--- src/hdl/ths_defines.vh ---
/*
 * Constants for the track/hold conversion sequencer: timing figures, derived cycle counts,
 * register offsets and field positions.
 * Assumes a 20 MHz system clock and inclusion by bare name from the design files.
 */
`ifndef THS_DEFINES_VH
`define THS_DEFINES_VH

`define THS_CLK_MHZ        20
// Times in nanoseconds, as printed.
`define THS_T_CONV12_NS    6400
`define THS_T_CONV8_NS     4400
`define THS_T_ACQ_NS       1400
`define THS_T_APER_NS      20
`define THS_T_THRU12_NS    8500
`define THS_T_THRU8_NS     6300
// Cycle counts: typical figures rounded down, aperture rounded up to at least one cycle.
`define THS_CONV12_CYC     ((`THS_T_CONV12_NS * `THS_CLK_MHZ) / 1000)
`define THS_CONV8_CYC      ((`THS_T_CONV8_NS * `THS_CLK_MHZ) / 1000)
`define THS_ACQ_CYC        ((`THS_T_ACQ_NS * `THS_CLK_MHZ) / 1000)
`define THS_APER_CYC       (((`THS_T_APER_NS * `THS_CLK_MHZ) + 999) / 1000)

`define THS_RES_W          12
`define THS_CNT_W          8

// Register port offsets.
`define THS_REG_STATUS     4'h0
`define THS_REG_MASK       4'h1
`define THS_REG_RESULT     4'h2
`define THS_REG_STATE      4'h3
// Interrupt status fields.
`define THS_IRQ_DONE       0
`define THS_IRQ_IGNORED    1
`define THS_IRQ_READY      2
`define THS_IRQ_W          3
`define THS_MASK_RST       3'h0

`endif

--- src/hdl/ths_sync.v ---
/*
 * Two-stage synchroniser for a bundle of pin levels.
 * Assumes the inputs are asynchronous to i_clk.
 */
`timescale 1ns/1ps
`default_nettype none
module ths_sync #(
  parameter W = 5
) (
  input  wire         i_clk,
  input  wire         i_rstn,
  input  wire [W-1:0] i_d,
  output wire [W-1:0] o_q
);
  reg [W-1:0] meta_ff;
  reg [W-1:0] sync_ff;

  always @(posedge i_clk) begin
    if (!i_rstn) begin
      meta_ff <= {W{1'b0}};
      sync_ff <= {W{1'b0}};
    end else begin
      meta_ff <= i_d;
      sync_ff <= meta_ff;
    end
  end

  assign o_q = sync_ff;
endmodule // ths_sync
`default_nettype wire

--- src/hdl/ths_counter.v ---
/*
 * Loadable down counter that reports the cycle in which it reaches one.
 * Assumes the load value is at least one.
 */
`timescale 1ns/1ps
`default_nettype none
module ths_counter #(
  parameter W = 8
) (
  input  wire         i_clk,
  input  wire         i_rstn,
  input  wire         i_load,
  input  wire [W-1:0] i_value,
  output wire         o_last,
  output wire         o_busy
);
  reg [W-1:0] cnt_ff;

  always @(posedge i_clk) begin
    if (!i_rstn) begin
      cnt_ff <= {W{1'b0}};
    end else if (i_load) begin
      cnt_ff <= i_value;
    end else if (cnt_ff != {W{1'b0}}) begin
      cnt_ff <= cnt_ff - {{(W-1){1'b0}}, 1'b1};
    end
  end

  assign o_last = (cnt_ff == {{(W-1){1'b0}}, 1'b1}) && !i_load;
  assign o_busy = (cnt_ff != {W{1'b0}});
endmodule // ths_counter
`default_nettype wire

--- src/hdl/ths_sequencer.v ---
/*
 * Track/hold conversion sequencer: start detection on the control pins, aperture
 * delay, timed conversion, acquisition interval, three-state result output and a small
 * register port with a sticky interrupt.
 * Assumes control pins are asynchronous and the converter core supplies its result
 * bits while in conversion; the result is captured at the end of conversion.
 */
`timescale 1ns/1ps
`default_nettype none
`include "ths_defines.vh"
module ths_sequencer #(
  parameter CONV12_CYC = `THS_CONV12_CYC,
  parameter CONV8_CYC  = `THS_CONV8_CYC,
  parameter ACQ_CYC    = `THS_ACQ_CYC,
  parameter APER_CYC   = `THS_APER_CYC
) (
  input  wire                  i_clk,
  input  wire                  i_rstn,
  input  wire                  i_chip_enable,
  input  wire                  i_select_n,
  input  wire                  i_read_convert,
  input  wire                  i_byte_select_short_cycle,
  input  wire                  i_wide_output,
  input  wire [`THS_RES_W-1:0] i_core_result,
  input  wire [3:0]            i_addr,
  input  wire [7:0]            i_wdata,
  input  wire                  i_wr,
  input  wire                  i_rd,
  output reg  [7:0]            o_rdata,
  output reg  [`THS_RES_W-1:0] o_result_bits,
  output reg  [`THS_RES_W-1:0] o_result_bits_oe,
  output reg                   o_conversion_in_progress_flag,
  output reg                   o_hold,
  output reg                   o_irq
);
  // ****************************************************************
  // Sequencer states
  // ****************************************************************
  localparam [3:0] ST_TRACK = 4'b0001;
  localparam [3:0] ST_APER  = 4'b0010;
  localparam [3:0] ST_CONV  = 4'b0100;
  localparam [3:0] ST_ACQ   = 4'b1000;

  localparam [`THS_CNT_W-1:0] CONV12_V = CONV12_CYC[`THS_CNT_W-1:0];
  localparam [`THS_CNT_W-1:0] CONV8_V  = CONV8_CYC[`THS_CNT_W-1:0];
  localparam [`THS_CNT_W-1:0] ACQ_V    = ACQ_CYC[`THS_CNT_W-1:0];
  localparam [`THS_CNT_W-1:0] APER_V   = APER_CYC[`THS_CNT_W-1:0];

  // ****************************************************************
  // Pin synchronisation and start detection
  // ****************************************************************
  wire [4:0] pins_s;
  ths_sync #(.W(5)) u_sync (
    .i_clk  (i_clk),
    .i_rstn (i_rstn),
    .i_d    ({i_wide_output, i_byte_select_short_cycle, i_read_convert,
              i_select_n, i_chip_enable}),
    .o_q    (pins_s)
  );

  wire ce_s   = pins_s[0];
  wire csn_s  = pins_s[1];
  wire rc_s   = pins_s[2];
  wire ao_s   = pins_s[3];
  wire wide_s = pins_s[4];

  reg  start_cond_ff;
  reg  [3:0] state_ff;
  reg  [3:0] nxt_state;
  reg  short_ff;
  reg  [`THS_RES_W-1:0] result_ff;
  reg  [`THS_IRQ_W-1:0] status_ff;
  reg  [`THS_IRQ_W-1:0] mask_ff;

  // Start condition is the conjunction; its rising edge marks the last input to arrive.
  wire start_cond = ce_s && !csn_s && !rc_s;
  wire start_req  = start_cond && !start_cond_ff;
  wire busy       = (state_ff == ST_APER) || (state_ff == ST_CONV);
  wire accept     = start_req && (state_ff == ST_TRACK);
  wire ignored    = start_req && !accept;

  // ****************************************************************
  // Interval counters
  // ****************************************************************
  wire ld_aper = accept;
  wire ld_conv;
  wire ld_acq;
  wire aper_last;
  wire conv_last;
  wire acq_last;
  reg  [`THS_CNT_W-1:0] conv_len;

  always @* begin
    conv_len = short_ff ? CONV8_V : CONV12_V;
  end

  ths_counter #(.W(`THS_CNT_W)) u_aper (
    .i_clk   (i_clk),
    .i_rstn  (i_rstn),
    .i_load  (ld_aper),
    .i_value (APER_V),
    .o_last  (aper_last),
    .o_busy  ()
  );

  ths_counter #(.W(`THS_CNT_W)) u_conv (
    .i_clk   (i_clk),
    .i_rstn  (i_rstn),
    .i_load  (ld_conv),
    .i_value (conv_len),
    .o_last  (conv_last),
    .o_busy  ()
  );

  ths_counter #(.W(`THS_CNT_W)) u_acq (
    .i_clk   (i_clk),
    .i_rstn  (i_rstn),
    .i_load  (ld_acq),
    .i_value (ACQ_V),
    .o_last  (acq_last),
    .o_busy  ()
  );

  // Aperture then conversion, then acquisition; counters give the timing.
  assign ld_conv = (state_ff == ST_APER) && aper_last;
  assign ld_acq  = (state_ff == ST_CONV) && conv_last;

  // ****************************************************************
  // Sequencer
  // ****************************************************************
  always @* begin
    nxt_state = state_ff;
    case (state_ff)
      ST_TRACK: begin
        if (accept) begin
          nxt_state = ST_APER;
        end
      end
      ST_APER: begin
        if (aper_last) begin
          nxt_state = ST_CONV;
        end
      end
      ST_CONV: begin
        if (conv_last) begin
          nxt_state = ST_ACQ;
        end
      end
      ST_ACQ: begin
        // Tracking continues; a start during acquisition is ignored, and tracking resumes after the full interval.
        if (acq_last) begin
          nxt_state = ST_TRACK;
        end
      end
      default: begin
        nxt_state = ST_TRACK;
      end
    endcase
  end

  always @(posedge i_clk) begin
    if (!i_rstn) begin
      state_ff      <= ST_TRACK;
      start_cond_ff <= 1'b0;
      short_ff      <= 1'b0;
      result_ff     <= {`THS_RES_W{1'b0}};
    end else begin
      state_ff      <= nxt_state;
      start_cond_ff <= start_cond;
      if (accept) begin
        short_ff <= ao_s;
      end
      if (ld_acq) begin
        // Short conversions leave the three lowest bits clear and the next one set.
        result_ff <= short_ff ? {i_core_result[11:4], 4'h8} : i_core_result;
      end
    end
  end

  // ****************************************************************
  // Pin outputs
  // ****************************************************************
  wire rd_en   = rc_s && !busy && ce_s && !csn_s;
  reg  [`THS_RES_W-1:0] nxt_oe;
  reg  [`THS_RES_W-1:0] nxt_bits;

  always @* begin
    nxt_oe   = {`THS_RES_W{1'b0}};
    nxt_bits = result_ff;
    if (rd_en) begin
      if (wide_s) begin
        nxt_oe = {`THS_RES_W{1'b1}};
      end else if (!ao_s) begin
        nxt_oe = 12'hff0;
      end else begin
        // Upper nibble off, middle lines driven low, low nibble on the low lines.
        nxt_oe   = 12'h0ff;
        nxt_bits = {result_ff[11:8], 4'h0, result_ff[3:0]};
      end
    end
  end

  always @(posedge i_clk) begin
    if (!i_rstn) begin
      o_result_bits                 <= {`THS_RES_W{1'b0}};
      o_result_bits_oe              <= {`THS_RES_W{1'b0}};
      o_conversion_in_progress_flag <= 1'b0;
      o_hold                        <= 1'b0;
    end else begin
      o_result_bits                 <= nxt_bits;
      o_result_bits_oe              <= (nxt_state == ST_APER || nxt_state == ST_CONV)
                                       ? {`THS_RES_W{1'b0}} : nxt_oe;
      o_conversion_in_progress_flag <= (nxt_state == ST_APER) ||
                                       (nxt_state == ST_CONV);
      o_hold                        <= (nxt_state == ST_CONV);
    end
  end

  // ****************************************************************
  // Register port and interrupt
  // ****************************************************************
  wire [`THS_IRQ_W-1:0] events = {rd_en && (state_ff == ST_TRACK), ignored, ld_acq};
  wire rd_status = i_rd && (i_addr == `THS_REG_STATUS);

  always @(posedge i_clk) begin
    if (!i_rstn) begin
      status_ff <= {`THS_IRQ_W{1'b0}};
      mask_ff   <= `THS_MASK_RST;
      o_rdata   <= 8'h00;
      o_irq     <= 1'b0;
    end else begin
      // A new event in the clearing read survives the clear.
      status_ff <= (rd_status ? {`THS_IRQ_W{1'b0}} : status_ff) | events;
      if (i_wr && (i_addr == `THS_REG_MASK)) begin
        mask_ff <= i_wdata[`THS_IRQ_W-1:0];
      end
      if (!i_rd) begin
        o_rdata <= 8'h00;
      end else if (i_addr == `THS_REG_STATUS) begin
        o_rdata <= {5'h00, status_ff};
      end else if (i_addr == `THS_REG_MASK) begin
        o_rdata <= {5'h00, mask_ff};
      end else if (i_addr == `THS_REG_RESULT) begin
        o_rdata <= result_ff[11:4];
      end else if (i_addr == `THS_REG_STATE) begin
        o_rdata <= {result_ff[3:0], short_ff, busy, state_ff == ST_ACQ, state_ff == ST_TRACK};
      end else begin
        o_rdata <= 8'h00;
      end
      o_irq <= |(((rd_status ? {`THS_IRQ_W{1'b0}} : status_ff) | events) & mask_ff);
    end
  end
endmodule // ths_sequencer
`default_nettype wire

--- config.mk ---
export PLATFORM = sky130hd
export DESIGN_NAME = ths_sequencer
export DESIGN_NICKNAME = d
export VERILOG_FILES = /design/src/hdl/ths_sync.v /design/src/hdl/ths_counter.v /design/src/hdl/ths_sequencer.v
export VERILOG_INCLUDE_DIRS = /design/src /design/src/hdl
export SDC_FILE = /design/constraint.sdc
export NUM_CORES = 1
export LEC_CHECK = 0
export ABC_CLOCK_PERIOD_IN_PS = 2600
export BUFFER_PORTS_ARGS = -buffer_cell sky130_fd_sc_hd__buf_2
export CORE_MARGIN = 4
export CORE_UTILIZATION = 50
export CTS_CLUSTER_SIZE = 8
export DETAILED_ROUTE_END_ITERATION = 12
export GPL_TIMING_DRIVEN = 0
export HOLD_SLACK_MARGIN = 0.08
export PLACE_DENSITY = 0.73
export SLEW_MARGIN = 10
export SYNTH_ARGS = -nofsm -noshare
export SYNTH_HDL_FRONTEND = slang
export SYNTH_HIERARCHICAL = 1
export SYNTH_SLANG_ARGS = --single-unit
--- constraint.sdc ---
create_clock -name i_clk -period 2.6 [get_ports i_clk]
set_input_delay 0.52 -clock i_clk [delete_from_list [all_inputs] [get_ports i_clk]]
set_output_delay 0.52 -clock i_clk [all_outputs]
set_load 0.01 [all_outputs]
==> results.toml, run 1 <==
[run_status]
status = "complete, no violations"

[timing]
skew_ps = 11.6
holdWs_ps = 368
hold_violations = 0
final.min_clock_period_ps = 2470
period_share = 0.950
worst_slack_ps = 131
worst_pin_slew_ps = 638
maxSlewViolCount = 0
final-setup-viol-count = 0
fin_tns_setup_ps = 0
fmax_ghz = 0.405
relSlewSlack = 0.575

[cells_and_area]
n_fill_cell = 581
area_delta_synth_final_pct = 23.8
finalNetCount = 532
multi_input_area_um2 = 1880
regArea_um2 = 1690
n_antenna_cell = 0
final_area_um2 = 4480
drive_gt1_frac = 0.253

[setup_path]
crit_fanout = 5
crit-reg2reg-launch = "u_aper/cnt_ff[3]"
reg2reg_to = "o_irq"
reg2reg_slack_ps = 130
cp.depth = 11
startpoint_type = "flop"
cp-end-kind = "flop"
cp_slowest_cell = "or4_4"
reg2reg_depth = 11
worstPathRequired_ps = 2810
critPathMaxStageDelay_ps = 550
criticalPathCategory = "flop to flop"
worstPathArrival_ps = 2680
worst-path-buf-inv = 3
cp_cell_sequence = "or4_4 -> nor3_2 -> and3_4 -> and3_4 -> inv_2 -> and3_4 -> nand3_4 -> inv_2 -> buf_4 -> a222oi_1 -> o22ai_1"
critPathTopFamily = "simple AND/OR/NAND/NOR gates"
cpMostUsedCell = "and3_4"

[floorplan]
die_area_um2 = 8660
ioPinCount = 68
core_um2 = 6910
die_w_um = 93.1
die_h_um = 93.1
initial_core_util = 0.524
placementRows = 30

[routing]
vias_per_cell = 4.98
drc = 0
post_drt_wl_per_cell_um = 13.3
routed_wl_um = 7890
met2_length_um = 3770
m1WireLength_um = 3510
route.top_layer_used = "met4"
vias = 2944
drtPass1Iterations = 4
wl_met3_um = 422
final_antenna_net_count = 0
first_iter_violations = 168

[power]
p_per_area_nw_per_um2 = 895
p_sw_frac = 0.332
p_leak_nw = 1.97
p_seq_frac = 0.413
intPower_mw = 2.67
p_clk_frac = 0.241
switchingPower_mw = 1.33
peakVddDrop_v = 0.000359
p_total_mw = 4.01
p_comb_frac = 0.346

[logic_synthesis]
syn_area_um2 = 3620
synthCells = 388
ys_warn_count = 6
synth.avg_cell_area_um2 = 9.33

[hold_path]
min_from = "i_select_n"
hold_path_depth = 2
holdCritPathClass = "primary input to flop"
hold_end = "u_sync/meta_ff[1]"

[clock_tree]
cts_max_path_buffers = 2
cts.sinks = 84
clk_latency_ps = 360
htreeDepth = 3
clk_pin_slew_worst_paths_ps = 90
cts_buffers = 9
cts_tree = "yes"
cts_hold_buffers = 0
cts_root_buf = "clkbuf_8"

[placement]
dp_hpwl_um = 5390
gp_congestion = 0.834
port_buffers = 61
pre_cts_slack_ps = -421
placed_cell_area_um2 = 4130

[grt]
grt_pass1_vias = 2723
antenna_found_initial = 0
globalRouteTotalUtil = 0.182
grt_max_degree = 21
overflow = 0
grt_pass1_wl_um = 12500

[job]
cap_violations = 0
-- cells in the final DEF, fill, tap and decap left out, drive strengths merged, types with 2 or more instances in the layout --
cell and count:
clkbuf 18, nor4b 5, nor3b 7, conb 20
clkinvlp 2, a21oi 20, mux2i 14, nor2b 8
and3 7, mux2 3, or4 3, buf 86
xnor2 18, nand3 19, ha 9, inv 21
dfxtp 84, and2 31, o21ai 10, nand2b 2
nor3 8, nand2 36, o31ai 16, a221oi 2
nor4 3, a211oi 2, nor2 27
-- metrics by stage --
| step | utilization | cells |
|---|---|---|
| global placement | 0.597 | 563 |
| global route | 0.648 | 591 |
| finish | 0.648 | 591 |
| detailed placement | 0.597 | 563 |
| CTS | 0.635 | 583 |
| floorplan | - | 406 |
-- power by group through the flow --
stage	sequential [mW]	combinational, mW	clock [mW]
global placement	1.67	1.26	0
detailed placement	1.68	1.29	0
finish	1.66	1.39	0.965
floorplan	1.64	1.10	0
global route	1.68	1.55	1.05
CTS	1.65	1.32	0.985
-- per-layer routing --
metal / GRT usage / vias up
met3: 0.0451 / 17
met4: 0.100 / 0
met5: 0 / -
met1: 0.232 / 1351
li1: - / 1500
met2: 0.281 / 76
-- flip-flops by register name, summed over array words and instances, names as in the netlist, 4 cells and up --
| name | count |
|---|---|
| u_acq/cnt_ff | 8 |
| u_sync/meta_ff | 5 |
| u_conv/cnt_ff | 8 |
| o_rdata | 8 |
| u_sync/o_q | 5 |
| state_ff | 4 |
| u_aper/cnt_ff | 8 |
| o_result_bits | 12 |
| result_ff | 12 |
-- what timing repair did --
| item | CTS | global route |
|---|---|---|
| endpoints found under the setup margin | 17 | 14 |
| setup buffers | 4 | 8 |
| pin swaps | 3 | 6 |
| gates resized for setup | 7 | 11 |
-- layout make-up --
cell class | instances | area share
well taps | 96 | 0.0268
clock inverters | 7 | 0.0184
flip-flops and latches | 84 | 0.377
multi-input cells | 283 | 0.419
clock buffers | 9 | 0.0277
inverters | 17 | 0.0142
plain buffers | 22 | 0.0285
repair buffers | 73 | 0.0883
-- worst max path at each step --
| stage | startpoint | endpoint |
|---|---|---|
| final | u_aper/cnt_ff[3] | o_irq |
| after global routing | u_aper/cnt_ff[3] | o_irq |
| after CTS | state_ff[2] | state_ff[0] |
| after detailed placement | state_ff[2] | state_ff[0] |
| after global placement | state_ff[2] | state_ff[0] |
| after floorplan | state_ff[2] | state_ff[0] |
No activity file was read; power rests on OpenSTA's default activity.
==> run 2: changes to the inputs <==
Settings changed: CORE_ASPECT_RATIO set to 1.25.
==> results.toml, run 2 (same netlist as run 1, synthesis figures left out) <==
[run_status]
status = "complete, no violations"

[setup_path]
worstPathArrival_ps = 2720
cp_cell_sequence = "nor4b_4 -> nand3_2 -> inv_1 -> inv_1 -> and3_4 -> and3_1 -> inv_2 -> and3_4 -> nand3_2 -> inv_2 -> buf_8 -> inv_2 -> and3_1 -> a221o_1"
cp-end-kind = "flop"
critPathTopFamily = "simple AND/OR/NAND/NOR gates"
cpMostUsedCell = "inv_2"
cp_slowest_cell = "dfxtp_2"
crit_fanout = 11
criticalPathCategory = "flop to flop"
reg2reg_depth = 14
worst-path-buf-inv = 6
critPathMaxStageDelay_ps = 360
startpoint_type = "flop"
cp.depth = 14
worstPathRequired_ps = 2840

[grt]
overflow = 0
grt_pass1_vias = 2744
grt_pass1_wl_um = 12300
globalRouteTotalUtil = 0.177
grt_max_degree = 21
antenna_found_initial = 0

[power]
p_comb_frac = 0.351
p_clk_frac = 0.221
p_sw_frac = 0.337
intPower_mw = 2.56
p_per_area_nw_per_um2 = 877
peakVddDrop_v = 0.000543
switchingPower_mw = 1.30
p_seq_frac = 0.428
p_leak_nw = 1.94
p_total_mw = 3.86

[cells_and_area]
drive_gt1_frac = 0.241
regArea_um2 = 1690
n_antenna_cell = 0
finalNetCount = 526
area_delta_synth_final_pct = 21.6
final_cell_mix = "dfxtp_1 (81), buf_2 (61), nand2_1 (35)"
final_core_util = 0.627
final_common_cell = "dfxtp_1"
top_regs = "o_result_bits (12), result_ff (12)"
n_fill_cell = 607
multi_input_area_um2 = 1870

[timing]
final-setup-viol-count = 0
holdWs_ps = 372
worst_pin_slew_ps = 612
period_share = 0.951
hold_violations = 0
skew_ps = 11.6
fmax_ghz = 0.404
worst_slack_ps = 128
relSlewSlack = 0.592
maxSlewViolCount = 0
final.min_clock_period_ps = 2470

[floorplan]
die_area_um2 = 8670
die_w_um = 84.1
ioPinCount = 68
die_h_um = 103
initial_core_util = 0.516
core_um2 = 7020
placementRows = 34

[clock_tree]
cts.sinks = 84
htreeDepth = 3
cts_max_path_buffers = 2
clk_pin_slew_worst_paths_ps = 90
cts_hold_buffers = 0
cts_buffers = 9
clk_latency_ps = 350
cts_root_buf = "clkbuf_8"
cts_tree = "yes"

[routing]
routed_wl_um = 7360
post_drt_wl_per_cell_um = 12.7
wl_met3_um = 321
drtPass1Iterations = 4
vias = 2853
drc = 0
m1WireLength_um = 3130
route.top_layer_used = "met4"
final_antenna_net_count = 0
vias_per_cell = 4.93
first_iter_violations = 71
met2_length_um = 3820

[placement]
dp_hpwl_um = 5360
gp_congestion = 0.859
pre_cts_slack_ps = -482
port_buffers = 61

[job]
cap_violations = 0

[hold_path]
holdCritPathClass = "primary input to flop"
hold_path_depth = 2
[run 2: cell count changes in the layout (fill, tap and decap cells not counted), sizes merged]
cell	delta
bufinv	-1
clkinv	+2
buf	-5
inv	-1
clkbuf	-1
[run 2: worst reg2reg max path, cell delays in order (launching register included)]
cell and delay, ps:
dfxtp_2 360, nor4b_4 310, nand3_2 110, inv_1 80, inv_1 70, and3_4 160
and3_1 160, inv_2 70, and3_4 180, nand3_2 80, inv_2 110, buf_8 140
inv_2 60, and3_1 160, a221o_1 310
[run 2: power groups by stage]
stage	Combinational, mW	Sequential (mW)	Clock [mW]
finish	1.35	1.65	0.852
global route	1.52	1.68	0.933
CTS	1.32	1.65	0.870
detailed placement	1.29	1.68	0
global placement	1.25	1.67	0
floorplan	1.10	1.64	0
[run 2: final cells by class]
cell class / count / share of cell area
Sequential cell: 84 / 0.383
Clock inverter: 7 / 0.0131
Timing Repair Buffer: 68 / 0.0813
Multi-Input combinational cell: 283 / 0.424
Tap cell: 90 / 0.0256
Buffer: 21 / 0.0304
Inverter: 17 / 0.0145
Clock buffer: 9 / 0.0281
[run 2: path summary, 6_finish.rpt]
check,from,to,slack (ps)
setup / recovery,state_ff[2],state_ff[0],130
hold / removal,i_read_convert,u_sync/meta_ff[2],370
setup reg to reg,state_ff[2],state_ff[0],130
hold reg to reg,u_sync/meta_ff[2],u_sync/o_q[2],440
[run 2: what timing repair did]
action	4_1_cts	5_1_grt
endpoints found under the setup margin	21	19
pin swaps	3	4
setup buffers	5	2
resized for setup	7	9
[run 2: layer usage]
metal	vias up	GRT usage
met5	-	0
met4	0	0.0656
met3	8	0.0312
li1	1495	-
met2	41	0.330
met1	1309	0.202
[run 2: stage by stage]
step	cells	setup TNS [ps]	instance area, um^2
global route	579	-7.62	4400
floorplan	406	0	3700
detailed placement	557	-3870	4120
finish	579	0	4400
CTS	578	0	4360
global placement	557	-2620	4120
==> run 3: changes to the inputs <==
Settings changed: CORE_UTILIZATION 50 to 48, PLACE_DENSITY 0.73 to 0.7.
==> results.toml, run 3 (same netlist as run 1, synthesis figures left out) <==
[run_status]
status = "complete, no violations"

[clock_tree]
clk_pin_slew_worst_paths_ps = 90
cts_buffers = 9
cts_tree = "yes"
htreeDepth = 3
cts_hold_buffers = 0
cts_max_path_buffers = 2
clk_latency_ps = 360
cts.sinks = 84
cts_root_buf = "clkbuf_8"

[power]
intPower_mw = 2.67
p_per_area_nw_per_um2 = 892
p_comb_frac = 0.344
p_clk_frac = 0.239
switchingPower_mw = 1.31
peakVddDrop_v = 0.000461
p_seq_frac = 0.416
p_leak_nw = 1.96
p_total_mw = 3.98
p_sw_frac = 0.329

[setup_path]
worstPathRequired_ps = 2900
crit_end = "u_acq/cnt_ff[4]"
reg2reg_slack_ps = 60
crit-reg2reg-launch = "u_aper/cnt_ff[3]"
reg2reg_depth = 12
startpoint_type = "flop"
critPathLaunch = "u_aper/cnt_ff[3]"
reg2reg_to = "u_acq/cnt_ff[4]"
criticalPathCategory = "flop to flop"
crit_fanout = 10
worstPathArrival_ps = 2850
cp-end-kind = "flop"

[timing]
skew_ps = 16.6
final.min_clock_period_ps = 2540
worst_slack_ps = 55.7
period_share = 0.979
fin_tns_setup_ps = 0
holdWs_ps = 370
worst_pin_slew_ps = 611
relSlewSlack = 0.593
maxSlewViolCount = 0
fmax_ghz = 0.393
hold_violations = 0
final-setup-viol-count = 0

[placement]
dp_hpwl_um = 5410
pre_cts_slack_ps = -427
gp_congestion = 0.829
port_buffers = 61

[routing]
first_iter_violations = 85
drtPass1Iterations = 4
vias_per_cell = 5.00
vias = 2927
drc = 0
post_drt_wl_per_cell_um = 13.0
routed_wl_um = 7600
final_antenna_net_count = 0

[floorplan]
initial_core_util = 0.492
die_w_um = 85.7
placementRows = 35
ioPinCount = 68
die_h_um = 105
core_um2 = 7360
die_area_um2 = 9000

[cells_and_area]
final_core_util = 0.607
n_antenna_cell = 0
final_cell_mix = "dfxtp_1 (81), buf_2 (61), nand2_1 (36)"
final_common_cell = "dfxtp_1"
area_delta_synth_final_pct = 23.4
finalNetCount = 530
top_regs = "o_result_bits (12), result_ff (12)"
drive_gt1_frac = 0.245

[hold_path]
min_from = "i_byte_select_short_cycle"
holdCritPathClass = "primary input to flop"

[grt]
overflow = 0
grt_max_degree = 21
globalRouteTotalUtil = 0.170
grt_pass1_vias = 2786
grt_pass1_wl_um = 12300
antenna_found_initial = 0

[job]
cap_violations = 0
==> run 3: cell count changes in the layout (fill, tap and decap cells not counted), sizes merged <==
cell | before | now
clkbuf | 17 | 19
buf | 81 | 84
inv | 20 | 18
bufinv | 0 | 1
==> run 3: worst max-delay path: stages, from the launching register on <==
cell and delay [ps]:
dfxtp_4 370, or4_4 570, nor3_2 120, and3_1 210, and3_4 190, inv_2 50, and3_4 150, nand3_4 80
inv_4 50, buf_8 120, clkbuf_4 180, o31ai_1 270, and2_1 150
==> run 3: layout make-up <==
type | count | area [um^2]
Fill cell | 642 | 2890
Multi-Input combinational cell | 283 | 1870
Sequential cell | 84 | 1690
Timing Repair Buffer | 71 | 380
Clock buffer | 10 | 138
Buffer | 22 | 133
Tap cell | 92 | 115
Clock inverter | 6 | 71.3
Inverter | 17 | 66.3
==> run 3: per-stage QoR <==
stage                     std cells  instance area [um^2]
after global placement          559                  4120
final                           585                  4470
after global routing            585                  4470
after CTS                       581                  4400
after floorplan                 406                  3700
after detailed placement        559                  4120
==> run 3: worst min path at each step <==
stage,end,depth (start not counted)
after floorplan,u_sync/o_q[0],1
after global placement,u_sync/o_q[0],1
after detailed placement,u_sync/o_q[2],1
after CTS,u_sync/meta_ff[3],2
after global routing,u_sync/meta_ff[0],2
final,u_sync/meta_ff[3],2
==> run 3: layer usage <==
layer,part of all wire,GRT usage,up-vias
met1,0.43,0.191,1349
li1,-,-,1506
met2,0.51,0.307,59
met3,0.037,0.0355,13
met5,0,0,-
met4,0.019,0.0667,0
==> run 3: power groups by stage <==
stage                     logic [mW]  registers [mW]  clock network [mW]
final                           1.37            1.66               0.953
after global routing            1.52            1.68                1.03
after CTS                       1.33            1.65               0.977
after detailed placement        1.30            1.68                   0
after global placement          1.26            1.67                   0
after floorplan                 1.10            1.64                   0
==> run 3: timing repair <==
action                                  CTS  global route
pin swaps                                 5             5
setup buffers                             6             4
endpoints found under the setup margin   17            14
resized for setup                         7            13
